--- config.mk ---
export PLATFORM = sky130hd
export DESIGN_NAME = rssc_reset_ctrl
export DESIGN_NICKNAME = d
export VERILOG_FILES = /design/src/shared/rssc_pkg.sv /design/src/logic/rssc_pd_ram.sv /design/src/logic/rssc_reset_ctrl.sv
export SDC_FILE = /design/constraint.sdc
export NUM_CORES = 1
export LEC_CHECK = 0
export ABC_AREA = 1
export BUFFER_PORTS_ARGS = -buffer_cell sky130_fd_sc_hd__buf_2
export CORE_MARGIN = 2
export CORE_UTILIZATION = 45
export CTS_CLUSTER_DIAMETER = 40
export DETAILED_ROUTE_END_ITERATION = 8
export HOLD_SLACK_MARGIN = 0.15
export PLACE_DENSITY = 0.63
export SLEW_MARGIN = 20
export SYNTH_ARGS = -nofsm -noshare
export SYNTH_HDL_FRONTEND = slang
export SYNTH_SLANG_ARGS = --single-unit
export TNS_END_PERCENT = 50
--- constraint.sdc ---
create_clock -name ref_clk -period 3.05 [get_ports ref_clk]
set_input_delay 0.305 -clock ref_clk [delete_from_list [all_inputs] [get_ports ref_clk]]
set_output_delay 0.305 -clock ref_clk [all_outputs]
set_load 0.005 [all_outputs]
--- src/shared/rssc_pkg.sv ---
// Package: constants and carrier types for the reset and start-up control.
package rssc_pkg;

  // ***********************************************************
  // Timing
  // ***********************************************************
  // One state time is three clock-input cycles (three phases).
  localparam int unsigned PHASE_COUNT = 3;
  localparam int unsigned RESET_MIN_STATES = 2;
  localparam int unsigned DRIVE_LOW_STATES = 2;
  localparam int unsigned SYNC_DELAY_CYCLES = 6;
  localparam int unsigned RESET_INSTR_STATES = 10;
  localparam int unsigned STATE_CNT_W = 4;

  // ***********************************************************
  // Power-down RAM window
  // ***********************************************************
  localparam logic [7:0] PD_RAM_FIRST = 8'hf0;
  localparam logic [7:0] PD_RAM_LAST = 8'hff;
  localparam int unsigned PD_RAM_DEPTH = 16;

  typedef enum logic [3:0] {
    RSSC_IN_RESET = 4'h1,
    RSSC_SYNC_WAIT = 4'h2,
    RSSC_RESET_INSTR = 4'h4,
    RSSC_RUN = 4'h8
  } rssc_state_t;

  typedef struct packed {
    logic wr;
    logic [7:0] addr;
    logic [7:0] data;
  } rssc_ram_req_t;

  typedef struct packed {
    logic phase1;
    logic phase2;
    logic phase3;
    logic state_tick;
  } rssc_phase_t;

endpackage

--- src/logic/rssc_pd_ram.sv ---
// Power-down RAM: the retained window of internal RAM.
module rssc_pd_ram
  import rssc_pkg::*;
#(
  parameter int unsigned DEPTH = rssc_pkg::PD_RAM_DEPTH
)
(
  input wire logic ref_clk,
  input wire rssc_pkg::rssc_ram_req_t req,
  input wire logic standby_ok,
  output logic [7:0] rd_data,
  output logic hit
);
  import rssc_pkg::*;

  logic [7:0] mem [DEPTH];
  wire logic [3:0] idx = req.addr[3:0];

  // window decode
  assign hit = (req.addr >= PD_RAM_FIRST) && (req.addr <= PD_RAM_LAST);

  // Not reset on purpose: contents must survive a device reset.
  always_ff @(posedge ref_clk)
  begin
    if (req.wr && hit && standby_ok)
    begin
      mem[idx] <= req.data;
    end
    rd_data <= mem[idx];
  end
endmodule // rssc_pd_ram

--- src/logic/rssc_reset_ctrl.sv ---
// Reset and start-up sequencer with watchdog pull-down latch.
// Operation
// External source holds reset low at least two state times.
// Watchdog overflow turns on and latches the reset-pin pull-down.
// Clearing the watchdog counter never releases the pull-down latch.
// Self-driven reset pulse lasts two state times when not held high.
// Release on clock falling edge starts reset instruction six cycles later.
// Strap high fetches internally; strap low forces external execution.
// Strap has internal pulldown; a floating strap reads low.
// Three-phase internal clock is derived from the clock input pin.
// Clock source must run between 6.0 and 12 MHz.
// Power-down RAM window 0F0H to 0FFH stays valid while standby powered.
// Reset accepted only after continuous low for counted state times.
module rssc_reset_ctrl
  import rssc_pkg::*;
(
  input wire logic ref_clk,
  input wire logic reset_n,
  input wire logic clock_input_pin,
  input wire logic reset_pin_in,
  input wire logic external_access_strap,
  input wire logic strap_driven,
  input wire logic watchdog_overflow,
  input wire logic watchdog_clear,
  input wire logic software_reset,
  input wire logic standby_supply_pin,
  input wire rssc_pkg::rssc_ram_req_t ram_req,
  output logic reset_pin_out,
  output logic reset_pin_oe,
  output logic pulldown_latched,
  output logic core_reset,
  output logic reset_instr_active,
  output logic internal_exec,
  output rssc_pkg::rssc_phase_t phases,
  output logic [7:0] ram_rd_data,
  output logic ram_hit
);
  import rssc_pkg::*;

  // ***********************************************************
  // Input synchronisers
  // ***********************************************************
  logic [1:0] clk_sync;
  logic [1:0] rst_sync;
  logic [1:0] vpd_sync;
  logic [1:0] ea_sync;
  logic [1:0] drv_sync;
  logic clk_prev;
  always_ff @(posedge ref_clk or negedge reset_n)
  begin
    if (!reset_n)
    begin
      clk_sync <= 2'h0;
      rst_sync <= 2'h3;
      vpd_sync <= 2'h0;
      ea_sync <= 2'h0;
      drv_sync <= 2'h0;
      clk_prev <= 1'b0;
    end
    else
    begin
      clk_sync <= {clk_sync[0], clock_input_pin};
      rst_sync <= {rst_sync[0], reset_pin_in};
      vpd_sync <= {vpd_sync[0], standby_supply_pin};
      ea_sync <= {ea_sync[0], external_access_strap};
      drv_sync <= {drv_sync[0], strap_driven};
      clk_prev <= clk_sync[1];
    end
  end
  wire logic clk_s = clk_sync[1];
  wire logic pin_low = !rst_sync[1];
  wire logic clk_rise = clk_s && !clk_prev;
  wire logic clk_fall = !clk_s && clk_prev;

  // ***********************************************************
  // Three-phase clock
  // ***********************************************************
  logic [1:0] phase;
  // phase rotation
  wire logic [1:0] next_phase =
    (phase == 2'(PHASE_COUNT - 1)) ? 2'h0 : phase + 2'h1;
  always_ff @(posedge ref_clk or negedge reset_n)
  begin
    if (!reset_n)
      phase <= 2'h0;
    else if (clk_rise)
      phase <= next_phase;
  end
  wire logic tick = clk_rise && (phase == 2'(PHASE_COUNT - 1));
  // state timing assumes the supplied input clock is in range.
  assign phases = '{phase1: phase == 2'h0, phase2: phase == 2'h1,
                    phase3: phase == 2'h2, state_tick: tick};

  // ***********************************************************
  // Reset input qualification
  // ***********************************************************
  // Counting input-clock cycles rather than state ticks keeps a pulse that
  // merely straddles two tick boundaries from being taken as a reset.
  localparam int unsigned LOW_EDGES = RESET_MIN_STATES * PHASE_COUNT;
  localparam int unsigned DRIVE_EDGES = DRIVE_LOW_STATES * PHASE_COUNT;
  logic [STATE_CNT_W-1:0] low_cnt;
  logic accepted;
  // count continuous low input-clock cycles
  always_ff @(posedge ref_clk or negedge reset_n)
  begin
    if (!reset_n)
      low_cnt <= '0;
    else if (!pin_low)
      low_cnt <= '0;
    else if (clk_rise && low_cnt != STATE_CNT_W'(LOW_EDGES))
      low_cnt <= low_cnt + 1'b1;
  end
  // held low two state times before acceptance
  assign accepted = pin_low && (low_cnt == STATE_CNT_W'(LOW_EDGES));

  // ***********************************************************
  // Pull-down latch and self-driven pulse
  // ***********************************************************
  logic latch;
  logic [STATE_CNT_W-1:0] drive_cnt;
  wire logic fire = watchdog_overflow || software_reset;
  // overflow sets the latch
  // watchdog clear has no path here; only reset releases it
  always_ff @(posedge ref_clk or negedge reset_n)
  begin
    if (!reset_n)
      latch <= 1'b0;
    else if (watchdog_overflow)
      latch <= 1'b1;
    else if (core_reset && !pin_low && drive_cnt == '0)
      latch <= 1'b0;
  end
  // drive low for two state times
  always_ff @(posedge ref_clk or negedge reset_n)
  begin
    if (!reset_n)
      drive_cnt <= '0;
    else if (fire && drive_cnt == '0)
      drive_cnt <= STATE_CNT_W'(DRIVE_EDGES);
    else if (clk_rise && drive_cnt != '0)
      drive_cnt <= drive_cnt - 1'b1;
  end
  wire logic drive = (drive_cnt != '0) || (latch && !core_reset);
  assign reset_pin_out = 1'b0;
  assign reset_pin_oe = drive;
  assign pulldown_latched = latch;

  // ***********************************************************
  // Start-up sequencer
  // ***********************************************************
  rssc_state_t state;
  rssc_state_t next_state;
  logic [STATE_CNT_W-1:0] seq_cnt;
  logic [STATE_CNT_W-1:0] next_seq_cnt;
  always_comb
  begin
    next_state = state;
    next_seq_cnt = seq_cnt;
    unique case (state)
      RSSC_IN_RESET:
        // release seen on falling edge starts the fixed delay
        if (!pin_low && clk_fall)
        begin
          next_state = RSSC_SYNC_WAIT;
          next_seq_cnt = STATE_CNT_W'(SYNC_DELAY_CYCLES - 1);
        end
      RSSC_SYNC_WAIT:
        if (clk_fall)
        begin
          if (seq_cnt == '0)
          begin
            next_state = RSSC_RESET_INSTR;
            next_seq_cnt = STATE_CNT_W'(RESET_INSTR_STATES - 1);
          end
          else
            next_seq_cnt = seq_cnt - 1'b1;
        end
      RSSC_RESET_INSTR:
        if (tick)
        begin
          if (seq_cnt == '0)
            next_state = RSSC_RUN;
          else
            next_seq_cnt = seq_cnt - 1'b1;
        end
      RSSC_RUN:
        if (accepted || drive)
          next_state = RSSC_IN_RESET;
      default:
        next_state = RSSC_IN_RESET;
    endcase
  end
  always_ff @(posedge ref_clk or negedge reset_n)
  begin
    if (!reset_n)
    begin
      state <= RSSC_IN_RESET;
      seq_cnt <= '0;
    end
    else
    begin
      state <= next_state;
      seq_cnt <= next_seq_cnt;
    end
  end
  assign core_reset = (state == RSSC_IN_RESET) || (state == RSSC_SYNC_WAIT);
  assign reset_instr_active = (state == RSSC_RESET_INSTR);

  // ***********************************************************
  // Execution-source strap
  // ***********************************************************
  // undriven strap reads low through the pulldown
  wire logic strap_level = drv_sync[1] && ea_sync[1];
  // strap caught while the core is held in reset
  always_ff @(posedge ref_clk or negedge reset_n)
  begin
    if (!reset_n)
      internal_exec <= 1'b0;
    else if (core_reset)
      internal_exec <= strap_level;
  end

  // ***********************************************************
  // Power-down RAM
  // ***********************************************************
  // writes allowed only while standby supply is present
  rssc_pd_ram #(.DEPTH(PD_RAM_DEPTH)) u_pd_ram (
    .ref_clk(ref_clk),
    .req(ram_req),
    .standby_ok(vpd_sync[1]),
    .rd_data(ram_rd_data),
    .hit(ram_hit)
  );

  // ***********************************************************
  // Assertions
  // ***********************************************************
  a_latch_holds: assert property (
    @(posedge ref_clk) disable iff (!reset_n)
    latch && !core_reset |=> latch)
    else $error("pull-down latch dropped while running");
  a_clear_keeps: assert property (
    @(posedge ref_clk) disable iff (!reset_n)
    latch && watchdog_clear && !core_reset |=> latch)
    else $error("watchdog clear released pull-down latch");
  a_latch_sets: assert property (
    @(posedge ref_clk) disable iff (!reset_n)
    watchdog_overflow |=> latch && reset_pin_oe)
    else $error("overflow did not latch pull-down");
  a_reset_taken: assert property (
    @(posedge ref_clk) disable iff (!reset_n)
    state == RSSC_RUN && accepted |=> core_reset)
    else $error("qualified reset not taken");
  a_pin_drive_low: assert property (
    @(posedge ref_clk) disable iff (!reset_n)
    reset_pin_oe |-> !reset_pin_out)
    else $error("reset pin driven high");
  a_sync_start: assert property (
    @(posedge ref_clk) disable iff (!reset_n)
    state == RSSC_IN_RESET && next_state == RSSC_SYNC_WAIT |=>
    state == RSSC_SYNC_WAIT &&
    seq_cnt == STATE_CNT_W'(SYNC_DELAY_CYCLES - 1))
    else $error("sync delay not loaded with six cycles");
  a_no_short_reset: assert property (
    @(posedge ref_clk) disable iff (!reset_n)
    state == RSSC_RUN && !drive && low_cnt < STATE_CNT_W'(LOW_EDGES) |=>
    state != RSSC_IN_RESET)
    else $error("short low pulse caused reset");
  a_strap_floats: assert property (
    @(posedge ref_clk) disable iff (!reset_n)
    core_reset && !drv_sync[1] |=> !internal_exec)
    else $error("floating strap read high");
  a_phase_range: assert property (
    @(posedge ref_clk) disable iff (!reset_n)
    phase <= 2'(PHASE_COUNT - 1))
    else $error("illegal phase");
  a_instr_len: assert property (
    @(posedge ref_clk) disable iff (!reset_n)
    $rose(reset_instr_active) |->
    seq_cnt == STATE_CNT_W'(RESET_INSTR_STATES - 1))
    else $error("reset instruction length wrong");
  c_run: cover property (@(posedge ref_clk) state == RSSC_RUN);
  c_wdt: cover property (@(posedge ref_clk) watchdog_overflow ##1 latch);
  c_swrst: cover property (@(posedge ref_clk) software_reset ##1 reset_pin_oe);
endmodule // rssc_reset_ctrl

* Word level (Yosys, flattened, before mapping)
Memories as Yosys holds them, arrays and structs flattened. A register that Yosys moved wholly into a read port is not among the register bits.
Index checks and enable logic that the tools add are counted.
** Word-level totals
- Memory bits (writable) :: 128
- Logic and storage cells :: 90
- Flip-flop bits (word level) :: 31
- Memories kept :: 1
- Output and inout bits :: 19
- Input bits :: 27
** Cells by class
- Reductions and logical operators :: 33
- Equal/unequal tests :: 15
- $add $sub $neg :: 4
- Muxes and demuxes :: 22
- Magnitude comparators :: 2
** Memories
- u_pd_ram.mem :: words 16, width 8, read ports 1, clocked after memory_dff 1, wr ports 1, RTL line rssc_pd_ram.sv:16 : logic [7:0] mem [DEPTH];
** Operators by type and width (count)
- $mux W4 :: 15
- $pmux W4 S4 :: 1
- $logic_and A1 B1 Y1 :: 15
- $pmux W4 S3 :: 1
- $ne A2 B2 Y1 const B :: 5
- $eq A4 B3 Y1 const B :: 2
- $ge A8 B8 Y1 const B :: 1
- $le A8 B8 Y1 const B :: 1
- $logic_not A4 Y1 :: 2
- $sub A4 B1 Y4 const B :: 2
- $reduce_and A6 Y1 :: 1
- $reduce_bool A2 Y1 :: 3
- $reduce_and A5 Y1 :: 1
- $add A4 B1 Y4 const B :: 1
- $eq A4 B1 Y1 const B :: 1
- $eq A4 B2 Y1 const B :: 1
- $eq A4 B4 Y1 const B :: 1
- $logic_not A1 Y1 :: 4
- $logic_or A1 B1 Y1 :: 4
- $mux W1 :: 4
- $ne A2 B1 Y1 const B :: 2
- $ne A4 B3 Y1 const B :: 1
- $reduce_bool A4 Y1 :: 1
- $reduce_bool A3 Y1 :: 1
- other kinds (5) :: 5

* Logic depth before layout (Yosys ltp)
Gate-level depths: netlist of the first run.
- Word-level depth :: 8
- Depth in mapped cells :: 11
- Depth with buffers taken out :: 11

* Cells and area by module
From an unflattened synthesis of the first run, not the netlist that was laid out.
** Second synthesis, totals
- Cells, all modules :: 720
- Area total of the unflattened synthesis :: 7135.6 µm²
** By module, submodules not included
- rssc_pd_ram :: seq. area each 4003.8 µm², area an instance 5612.9 µm², cells each 552, times used 1
- rssc_reset_ctrl :: seq. area each 779.5 µm², area an instance 1522.7 µm², cells each 168, times used 1

* Worst setup path after synthesis of the first run
Ideal clock, no wire load.
- Kind :: input to register
- Start :: in ram_req[11] (netlist bit)
- End :: mem u_pd_ram.mem[10][0] (enable)
- Cell stages on the path :: 4
- Buffers on the path :: 0
- Arrival time :: 1.195 ns
- Required time :: 2.680 ns
- Path slack :: 1.485 ns
- Setup time :: 0.370 ns
- Cells stage by stage :: inv_1 > nor2_1 > inv_1 > nor2_1
** On the way
- Longest elaborated chain between the ends :: 6
- Elaborated cells on any way between the ends :: 7
- Classes of those cells :: order compare: 2; mux: 2; reduce/logical: 3
** RTL lines
- start, declared :: RTL line rssc_reset_ctrl.sv:27 : input wire rssc_pkg::rssc_ram_req_t ram_req,
- $ge A8 B8 Y1 / $le A8 B8 Y1 (equally long branches) :: RTL line rssc_pd_ram.sv:20 : assign hit = (req.addr >= PD_RAM_FIRST) && (req.addr <= PD_RAM_LAST);
- $logic_and A1 B1 Y1 :: RTL line rssc_pd_ram.sv:20
- $logic_and A1 B1 Y1 (2 in a row) :: RTL line rssc_pd_ram.sv:25 : if (req.wr && hit && standby_ok)
- $mux W1 :: RTL line rssc_pd_ram.sv:25
- $mux W1 (implied by the code) :: RTL line rssc_pd_ram.sv:27 : mem[idx] <= req.data;
- end, declared :: RTL line rssc_pd_ram.sv:16
Several ways; a longest one is shown, not always the timed one.

* Worst setup path after layout of the first run
- Start :: reg vpd_sync[1]
- End :: mem u_pd_ram.mem[1][5] (enable)
** On the way
- Longest elaborated chain between the ends :: 3
** RTL lines
- start, declared :: RTL line rssc_reset_ctrl.sv:45 : logic [1:0] vpd_sync;
- start signal, assigned :: RTL line rssc_reset_ctrl.sv:64 : vpd_sync <= {vpd_sync[0], standby_supply_pin};
- $logic_and A1 B1 Y1 :: RTL line rssc_pd_ram.sv:25
- $mux W1 :: RTL line rssc_pd_ram.sv:25
- $mux W1 (implied by the code) :: RTL line rssc_pd_ram.sv:27
No other way between the ends.

==> impl_metrics.json, run 1 <==
{
  "cap_violations": 0,
  "finalWirelength_mm": 13.7,
  "drc_errors": 0,
  "final-hold-violation-count": 0,
  "fin_crit_sh": 0.644,
  "rows": 44,
  "antenna_left": 0,
  "synthToLayoutAreaGrowth_pct": 16.4,
  "cts_tree": "built",
  "status": "finished, final reports clean",
  "grt_util_all_layers": 0.186,
  "wl_met2_mm": 6.44,
  "htree_levels": 4,
  "dieWidth_microns": 125,
  "p_int_uw": 4140,
  "criticalPathCategory": "reg2reg",
  "avgSynthCellArea_sq_um": 12.0,
  "numCtsBuffers": 17,
  "synth_top_area_share": 0.587,
  "design_area_sq_mm": 0.00762,
  "grt_pass1_wl_mm": 21.8,
  "start_util": 0.456,
  "most-common-layout-cells": "nand2_1 (193), edfxtp_1 (128), buf_2 (43)",
  "clock.fmax_ghz": 0.509,
  "root_buffer": "clkbuf_16",
  "cts_setup_buffers": 0,
  "min_path_type": "in2reg",
  "placed_cell_area_sq_mm": 0.00694,
  "synthCells": 546,
  "clock_sink_count": 167,
  "p_leak_uw": 0.00294,
  "slew_headroom": 0.478,
  "drt_iter0_drc": 411,
  "drv_slew": 0,
  "tightest_slew_ns": 0.780,
  "core_area_sq_mm": 0.0144,
  "grt_overflow": 0,
  "synthesis.nets": 579,
  "p_sw_frac": 0.261,
  "required_ns": 3.10,
  "ys_seq_area_frac": 0.731,
  "gp_congestion": 0.836,
  "power_frac_clock": 0.388,
  "pre_cts_ws_ns": 0.832,
  "p_seq_frac": 0.470,
  "die-height_microns": 125,
  "yosys_warnings": 0,
  "cp_max_fo": 8,
  "top_layer_used": "met4",
  "drt-pass1-iter-count": 5,
  "yosys-top-cells-area": "edfxtp_1 (59%), nand2_1 (11%), dfrtp_1 (11%), nand4_1 (3.4%), dfxtp_1 (2.4%)",
  "fin_nets": 638,
  "netlist.top_cell.by_area": "edfxtp_1",
  "rsz0062_at_grt": "no",
  "place_hpwl_mm": 8.72,
  "critPathArrivalTime_ns": 2.02,
  "fin_crit_ns": 1.97,
  "wl_met3_microns": 836,
  "fin_skew_ns": 0.00433,
  "whs_ns": 0.209,
  "setup_tns_ns": 0,
  "io_buffers": 43,
  "grt_pass1_vias": 4118,
  "drive_gt1_frac": 0.147,
  "antenna_found_initial": 0,
  "antenna_cells": 0,
  "power_density_mw_per_mm2": 736,
  "num_io_pins": 46,
  "clkTransAtPathRegs_ns": 0.06,
  "p_sw_uw": 1460,
  "cp-end-kind": "register",
  "reg2reg_slack_ns": 1.08,
  "synth_area_sq_mm": 0.00655,
  "ys_types": 28,
  "ys_ff_latch": 167,
  "wl_per_cell_microns": 17.1,
  "ir_worst_vdd_v": 0.000545,
  "worst_slack_ns": 1.08,
  "viasPerCell": 5.24,
  "ctsLongestPathBuffers": 2,
  "setup_viol": 0,
  "final_common_cell": "nand2_1",
  "dieArea_sq_mm": 0.0155,
  "crit_path_start_kind": "register",
  "drt-met1-wl_mm": 5.99,
  "clk_latency_ns": 0.42,
  "grt_max_degree": 33,
  "power_frac_comb": 0.142,
  "num_vias": 4204
}
-- power groups by stage --
stage | clock, uW | sequential [uW] | combinational, uW
after floorplan | 0 | 2670 | 550
after global placement | 0 | 2680 | 759
after detailed placement | 0 | 2680 | 794
after CTS | 2210 | 2630 | 804
after global routing | 2310 | 2650 | 921
final | 2180 | 2630 | 795
-- through the flow --
stage                util  std cells  power [uW]
floorplan               -        546        3220
global placement    0.483        763        3430
detailed placement  0.483        763        3470
CTS                 0.530        802        5650
global route        0.530        802        5870
finish              0.530        802        5610
-- synthesized netlist by cell type --
master    number
nand2_1      193
dfstp_2        3
inv_2          3
dfxtp_1        8
ha_1           6
edfxtp_1     128
nor3b_1        1
nor2_4         3
o21a_1         1
o21ai_2        1
nor2_2         3
dfrtp_1       28
nand3_2        1
buf_4          4
o22ai_1        1
buf_2         10
a22oi_1       16
conb_1         1
nand4_1       36
xnor2_1        1
nand3_1       18
xor2_1         1
o21ai_0       10
nor2_1        30
nor3_1         1
nand3b_1       2
inv_1         33
a21oi_1        3
-- per-layer routing --
layer / vias up / track usage
met3: 32 / 0.0558
met2: 143 / 0.291
met5: - / 0
met4: 0 / 0.0826
met1: 2026 / 0.242
li1: 2003 / -
-- worst max-delay path, stage by stage (launching register included) --
cell and delay (ns):
dfrtp_1 0.33, nand2_1 0.05, nor2_1 0.33, nand2_1 0.23, nor2_1 0.65
-- final timing paths --
kind / end / startpoint / cells past startpoint
hold reg to reg: vpd_sync[1]$_DFF_PN0_ / vpd_sync[0]$_DFF_PN0_ / 0
setup / recovery: u_pd_ram.mem[1][5]$_DFFE_PP_ / vpd_sync[1]$_DFF_PN0_ / 4
max in group asynchronous: low_cnt[2]$_DFFE_PN0P_ / reset_n / 2
hold / removal: drive_cnt[2]$_DFFE_PN0P_ / software_reset / 3
min in group asynchronous: seq_cnt[1]$_DFFE_PN0P_ / reset_n / 2
setup reg to reg: u_pd_ram.mem[1][5]$_DFFE_PP_ / vpd_sync[1]$_DFF_PN0_ / 4
-- flip-flops by register name, summed over array words and instances (netlist names) --
register / cells
u_pd_ram.mem: 128
clk_prev: 1
u_pd_ram.rd_data: 8
vpd_sync: 2
internal_exec: 1
seq_cnt: 4
drive_cnt: 4
drv_sync: 2
state: 4
low_cnt: 4
clk_sync: 2
pulldown_latched: 1
phase: 2
rst_sync: 2
ea_sync: 2
-- cell type report --
type,count,area (sq um)
fill,1213,6750
sequential,167,4780
multi-input combinational,329,1550
clock buffer,19,433
timing repair buffer,54,315
tap,184,230
clock inverter,13,173
inverter,36,135
-- cell families after synthesis --
group	count (synthesis)	synth area share
xor+xnor	2	0.00268
fa+ha+maj	6	0.0115
buf+inv	50	0.0329
simple gates	288	0.190
compound gates	32	0.0317
other cells	1	0.000573
flops	167	0.731
-- repair_timing --
item,CTS,global route
resized for setup,0,0
endpoints found under the setup margin,0,0
endpoints found under the hold margin,34,0
hold buffers,7,0
(Power assumes the default switching activity.)
==> run 2: changes to the inputs <==
Settings changed: PLACE_DENSITY 0.63 to 0.66.
Clock period 3.05 ns to 1.6 ns, I/O delays scaled along.
==> impl_metrics.json, run 2 (synthesized netlist as in run 1, its figures left out) <==
{
  "drv_slew": 0,
  "p_leak_uw": 0.00316,
  "status": "finished, final reports clean",
  "dieArea_sq_mm": 0.0155,
  "gp_congestion": 0.839,
  "critPathMaxStageDelay_ns": 0.58,
  "r2r_end": "state[1]$_DFFE_PN0P_",
  "reg2reg_depth": 10,
  "met1_usage": 0.238,
  "grt_util_all_layers": 0.189,
  "grt_max_degree": 32,
  "cp_max_fo": 4,
  "htree_levels": 4,
  "cap_violations": 0,
  "drc_errors": 0,
  "busiest_layer": "met2",
  "crit_path_start_kind": "register",
  "clkTransAtPathRegs_ns": 0.06,
  "grt_overflow": 0,
  "num_vias": 4316,
  "finalNonFillerCells": 841,
  "final_common_cell": "nand2_1",
  "met3_usage": 0.0430,
  "ir_worst_vdd_v": 0.000760,
  "design_area_sq_mm": 0.00800,
  "setup_tns_ns": 0,
  "worst_slack_ns": 0.0136,
  "place_hpwl_mm": 9.22,
  "fin_skew_ns": 0.00508,
  "rsz0062_at_grt": "yes",
  "grt.met2_usage": 0.316,
  "die-height_microns": 125,
  "num_io_pins": 46,
  "top_register": "u_pd_ram.mem",
  "drive_gt1_frac": 0.209,
  "r2r_start": "state[0]$_DFFE_PN1P_",
  "fin_nets": 677,
  "clock_sink_count": 167,
  "tightest_slew_ns": 0.676,
  "antenna_found_initial": 0,
  "ctsLongestPathBuffers": 2,
  "io_buffers": 43,
  "path_cells": "nor2_2, nand2_2, nand3_2, nand2_1, buf_2",
  "finalWirelength_mm": 14.1,
  "slew_headroom": 0.549,
  "clock.fmax_ghz": 0.630,
  "root_buffer": "clkbuf_16",
  "antenna_left": 0,
  "required_ns": 1.44,
  "fin_crit_sh": 0.992,
  "synthToLayoutAreaGrowth_pct": 22.3,
  "final-hold-violation-count": 0,
  "grt_pass1_vias": 4347,
  "dieWidth_microns": 125,
  "setup_viol": 0,
  "reg.largest.list": "u_pd_ram.mem x128, u_pd_ram.rd_data x8",
  "placed_cell_area_sq_mm": 0.00716,
  "holdPathStages": 1,
  "power_density_mw_per_mm2": 1380,
  "numCtsBuffers": 17,
  "fin_crit_ns": 1.59,
  "hold_start": "ram_req[3]",
  "min_to": "u_pd_ram.mem[1][3]$_DFFE_PP_",
  "critPathBufInv": 1,
  "cp-end-kind": "output pin",
  "clk_latency_ns": 0.43,
  "viasPerCell": 5.13,
  "grt_pass1_wl_mm": 22.2,
  "core_area_sq_mm": 0.0144,
  "dpl.cell_count": 791,
  "crit_slowest_cell": "dfstp_2",
  "start_util": 0.456,
  "reg2reg_slack_ns": 0.09,
  "drt_iter0_drc": 393,
  "criticalPathCategory": "reg2out",
  "antenna_cells": 0,
  "critPathArrivalTime_ns": 1.43,
  "largest_reg_flops": 128,
  "min_path_type": "in2reg",
  "rows": 44,
  "wl_per_cell_microns": 16.7,
  "drt-pass1-iter-count": 5,
  "most-common-layout-cells": "nand2_1 (190), edfxtp_1 (128), buf_2 (43)",
  "cts_tree": "built",
  "critPathTopFamily": "flip-flops",
  "pre_cts_ws_ns": 0.0890
}
## run 2: cell types whose count changed in the layout (fill, tap and decap cells not counted), moves of 2 or more
cell / delta
buf_4: +29
inv_2: +8
clkinvlp_4: -2
clkinv_4: -2
nand3_1: -3
nand3_2: +2
nand2_2: +3
nand2_1: -3
nor2_1: -2
inv_1: -8
dlygate4sd3_1: +8
## run 2: where the power goes
part	total, uW	leakage (uW)	switching (uW)	internal (uW)
logic	1740	0.00127	1070	666
clock network	4260	0.000296	1610	2660
registers	5050	0.00159	152	4900
## run 2: layout make-up
cell class | count | area [sq um]
clock buffers | 21 | 450
repair buffers | 93 | 644
clock inverters | 11 | 170
fillers | 1166 | 6370
flip-flops and latches | 167 | 4780
inverters | 36 | 135
multi-input cells | 329 | 1590
well taps | 184 | 230
## run 2: worst max-delay path by stage
stage | from | endpoint | slack [ns] | cells after the start
floorplan | ram_req[11] | u_pd_ram.mem[10][0]$_DFFE_PP_ | 0.18 | 4
global placement | state[0]$_DFFE_PN1P_ | state[1]$_DFFE_PN0P_ | 0.13 | 9
detailed placement | ram_req[8] | u_pd_ram.mem[5][6]$_DFFE_PP_ | 0.09 | 6
CTS | state[3]$_DFFE_PN0P_ | reset_pin_oe | 0.006 | 5
global route | state[0]$_DFFE_PN1P_ | reset_pin_oe | -0.06 | 5
finish | state[0]$_DFFE_PN1P_ | reset_pin_oe | 0.01 | 5
## run 2: metal layers
layer	wire, microns	vias to the layer above	share of wire
met5	0	-	0
met4	313	0	0.022
met3	689	21	0.049
met2	7080	111	0.50
met1	5980	2101	0.43
li1	-	2083	-
## run 2: repair_timing
| action | in CTS | in global routing |
|---|---|---|
| gates resized for setup | 9 | 12 |
| buffers inserted | 2 | 1 |
| pin swaps | 1 | 5 |
| hold endpoints to repair | 131 | 0 |
| hold buffers | 15 | 0 |
| setup endpoints to repair | 2 | 11 |
## run 2: metrics by stage
| step | util | total power, uW | hold WS, ns |
|---|---|---|---|
| floorplan | - | 6140 | -0.136 |
| global placement | 0.499 | 6570 | 0.229 |
| CTS | 0.555 | 11000 | 0.165 |
| detailed placement | 0.499 | 6660 | 0.234 |
| global route | 0.557 | 11600 | 0.178 |
| finish | 0.557 | 11100 | 0.170 |
==> run 3: changes to the inputs <==
Settings changed: CTS_BUF_LIST set to sky130_fd_sc_hd__clkbuf_4.
==> impl_metrics.json, run 3 (synthesized netlist as in run 1, its figures left out) <==
{
  "clock.fmax_ghz": 0.582,
  "gp_congestion": 0.839,
  "rsz0062_at_grt": "yes",
  "fin_skew_ns": 0.0172,
  "numCtsBuffers": 17,
  "cp_max_fo": 4,
  "most-common-layout-cells": "nand2_1 (187), edfxtp_1 (128), buf_4 (46)",
  "htree_levels": 4,
  "root_buffer": "clkbuf_4",
  "dieWidth_microns": 125,
  "grt_pass1_vias": 4384,
  "synthToLayoutAreaGrowth_pct": 20.7,
  "drc_errors": 0,
  "top_layer_used": "met4",
  "tightest_slew_ns": 0.690,
  "required_ns": 1.44,
  "core_area_sq_mm": 0.0144,
  "status": "finished, violations left",
  "crit_slowest_cell": "dfstp_2",
  "rows": 44,
  "drt_iter0_drc": 365,
  "antenna_found_initial": 0,
  "path_cells": "nor2_1, nand2_1, inv_2, buf_2",
  "dpl.cell_count": 791,
  "dieArea_sq_mm": 0.0155,
  "viasPerCell": 5.15,
  "criticalPathCategory": "reg2out",
  "num_vias": 4420,
  "antenna_cells": 0,
  "die-height_microns": 125,
  "wl_met2_mm": 7.23,
  "grt_overflow": 0,
  "finalNonFillerCells": 859,
  "clock_sink_count": 167,
  "finalWirelength_mm": 14.2,
  "setup_viol": 3,
  "placed_cell_area_sq_mm": 0.00716,
  "grt_pass1_wl_mm": 22.3,
  "design_area_sq_mm": 0.00790,
  "cap_violations": 0,
  "drt-pass1-iter-count": 5,
  "slew_headroom": 0.540,
  "top_register": "u_pd_ram.mem",
  "place_hpwl_mm": 9.22,
  "clk_latency_ns": 0.55,
  "crit_path_start_kind": "register",
  "reg.largest.list": "u_pd_ram.mem x128, u_pd_ram.rd_data x8",
  "critPathMaxStageDelay_ns": 0.60,
  "violations": "negative setup slack",
  "power_uw": 9710,
  "ctsLongestPathBuffers": 2,
  "drive_gt1_frac": 0.241,
  "cts_tree": "built",
  "wl_per_cell_microns": 16.5,
  "start_util": 0.456,
  "drt-met1-wl_mm": 5.93,
  "fin_crit_sh": 1.07,
  "drv_slew": 0,
  "final_common_cell": "nand2_1",
  "final-hold-violation-count": 0,
  "grt_max_degree": 32,
  "antenna_left": 0,
  "power_density_mw_per_mm2": 1230,
  "critPathArrivalTime_ns": 1.56,
  "min_path_type": "in2reg",
  "io_buffers": 43,
  "largest_reg_flops": 128,
  "clkTransAtPathRegs_ns": 0.12,
  "num_io_pins": 46,
  "fin_nets": 695,
  "cp-end-kind": "output pin",
  "grt_util_all_layers": 0.189,
  "p_leak_uw": 0.00312,
  "ir_worst_vdd_v": 0.000998,
  "worst_slack_ns": -0.117,
  "fin_crit_ns": 1.72,
  "wl_met3_microns": 762
}
-- run 3: cell types whose count changed in the layout (fill, tap and decap cells not counted), sizes merged --
| cell | delta |
|---|---|
| buf | +13 |
| clkbuf | -1 |
| clkinv | +1 |
| dlygate4sd3 | +5 |
-- run 3: per-stage QoR --
stage | setup slack (ns) | TNS (ns) | util | hold slack, ns
after global routing | -0.226 | -0.859 | 0.550 | 0.199
after floorplan | 0.180 | 0 | - | -0.136
after CTS | -0.151 | -0.478 | 0.540 | 0.179
final | -0.117 | -0.302 | 0.550 | 0.252
after detailed placement | 0.0890 | 0 | 0.499 | 0.234
after global placement | 0.131 | 0 | 0.499 | 0.229
-- run 3: area by class of cell --
class,count,area [sq um]
clock buffers,20,150
clock inverters,12,174
fillers,1180,6470
inverters,36,135
multi-input cells,329,1640
flip-flops and latches,167,4780
well taps,184,230
repair buffers,111,792
-- run 3: worst paths after layout --
path	slack, ns	end	cells past startpoint	startpoint
setup reg to reg	0.02	state[1]$_DFFE_PN0P_	10	state[0]$_DFFE_PN1P_
hold reg to reg	0.37	drv_sync[1]$_DFF_PN0_	0	drv_sync[0]$_DFF_PN0_
max in group asynchronous	0.43	low_cnt[2]$_DFFE_PN0P_	3	reset_n
setup / recovery	-0.12	reset_instr_active	4	state[0]$_DFFE_PN1P_
min in group asynchronous	0.72	clk_sync[0]$_DFF_PN0_	3	reset_n
hold / removal	0.25	vpd_sync[0]$_DFF_PN0_	2	standby_supply_pin
-- run 3: where the power goes --
group	total, uW	switching (uW)	internal, uW
registers	5050	158	4890
logic	1980	1160	817
clock network	2680	1380	1290
-- run 3: metal layers --
layer  vias to the layer above  GRT usage
met5                         -          0
met4                         0     0.0621
met3                        20     0.0464
met2                       140      0.318
met1                      2141      0.240
li1                       2119          -
-- run 3: repair_timing --
item | in CTS | in global routing
gates resized for setup | 15 | 21
hold endpoints to repair | 175 | 0
pin swaps | 5 | 10
hold buffers | 20 | 0
setup buffers | 4 | 12
setup endpoints to repair | 4 | 13
-- run 3: critical path, delay by kind of cell, from the launching register on --
family / cells / cell delay [ns]
flip-flops: 1 / 0.60
buffers and inverters: 2 / 0.21
AND/OR/NAND/NOR: 2 / 0.21
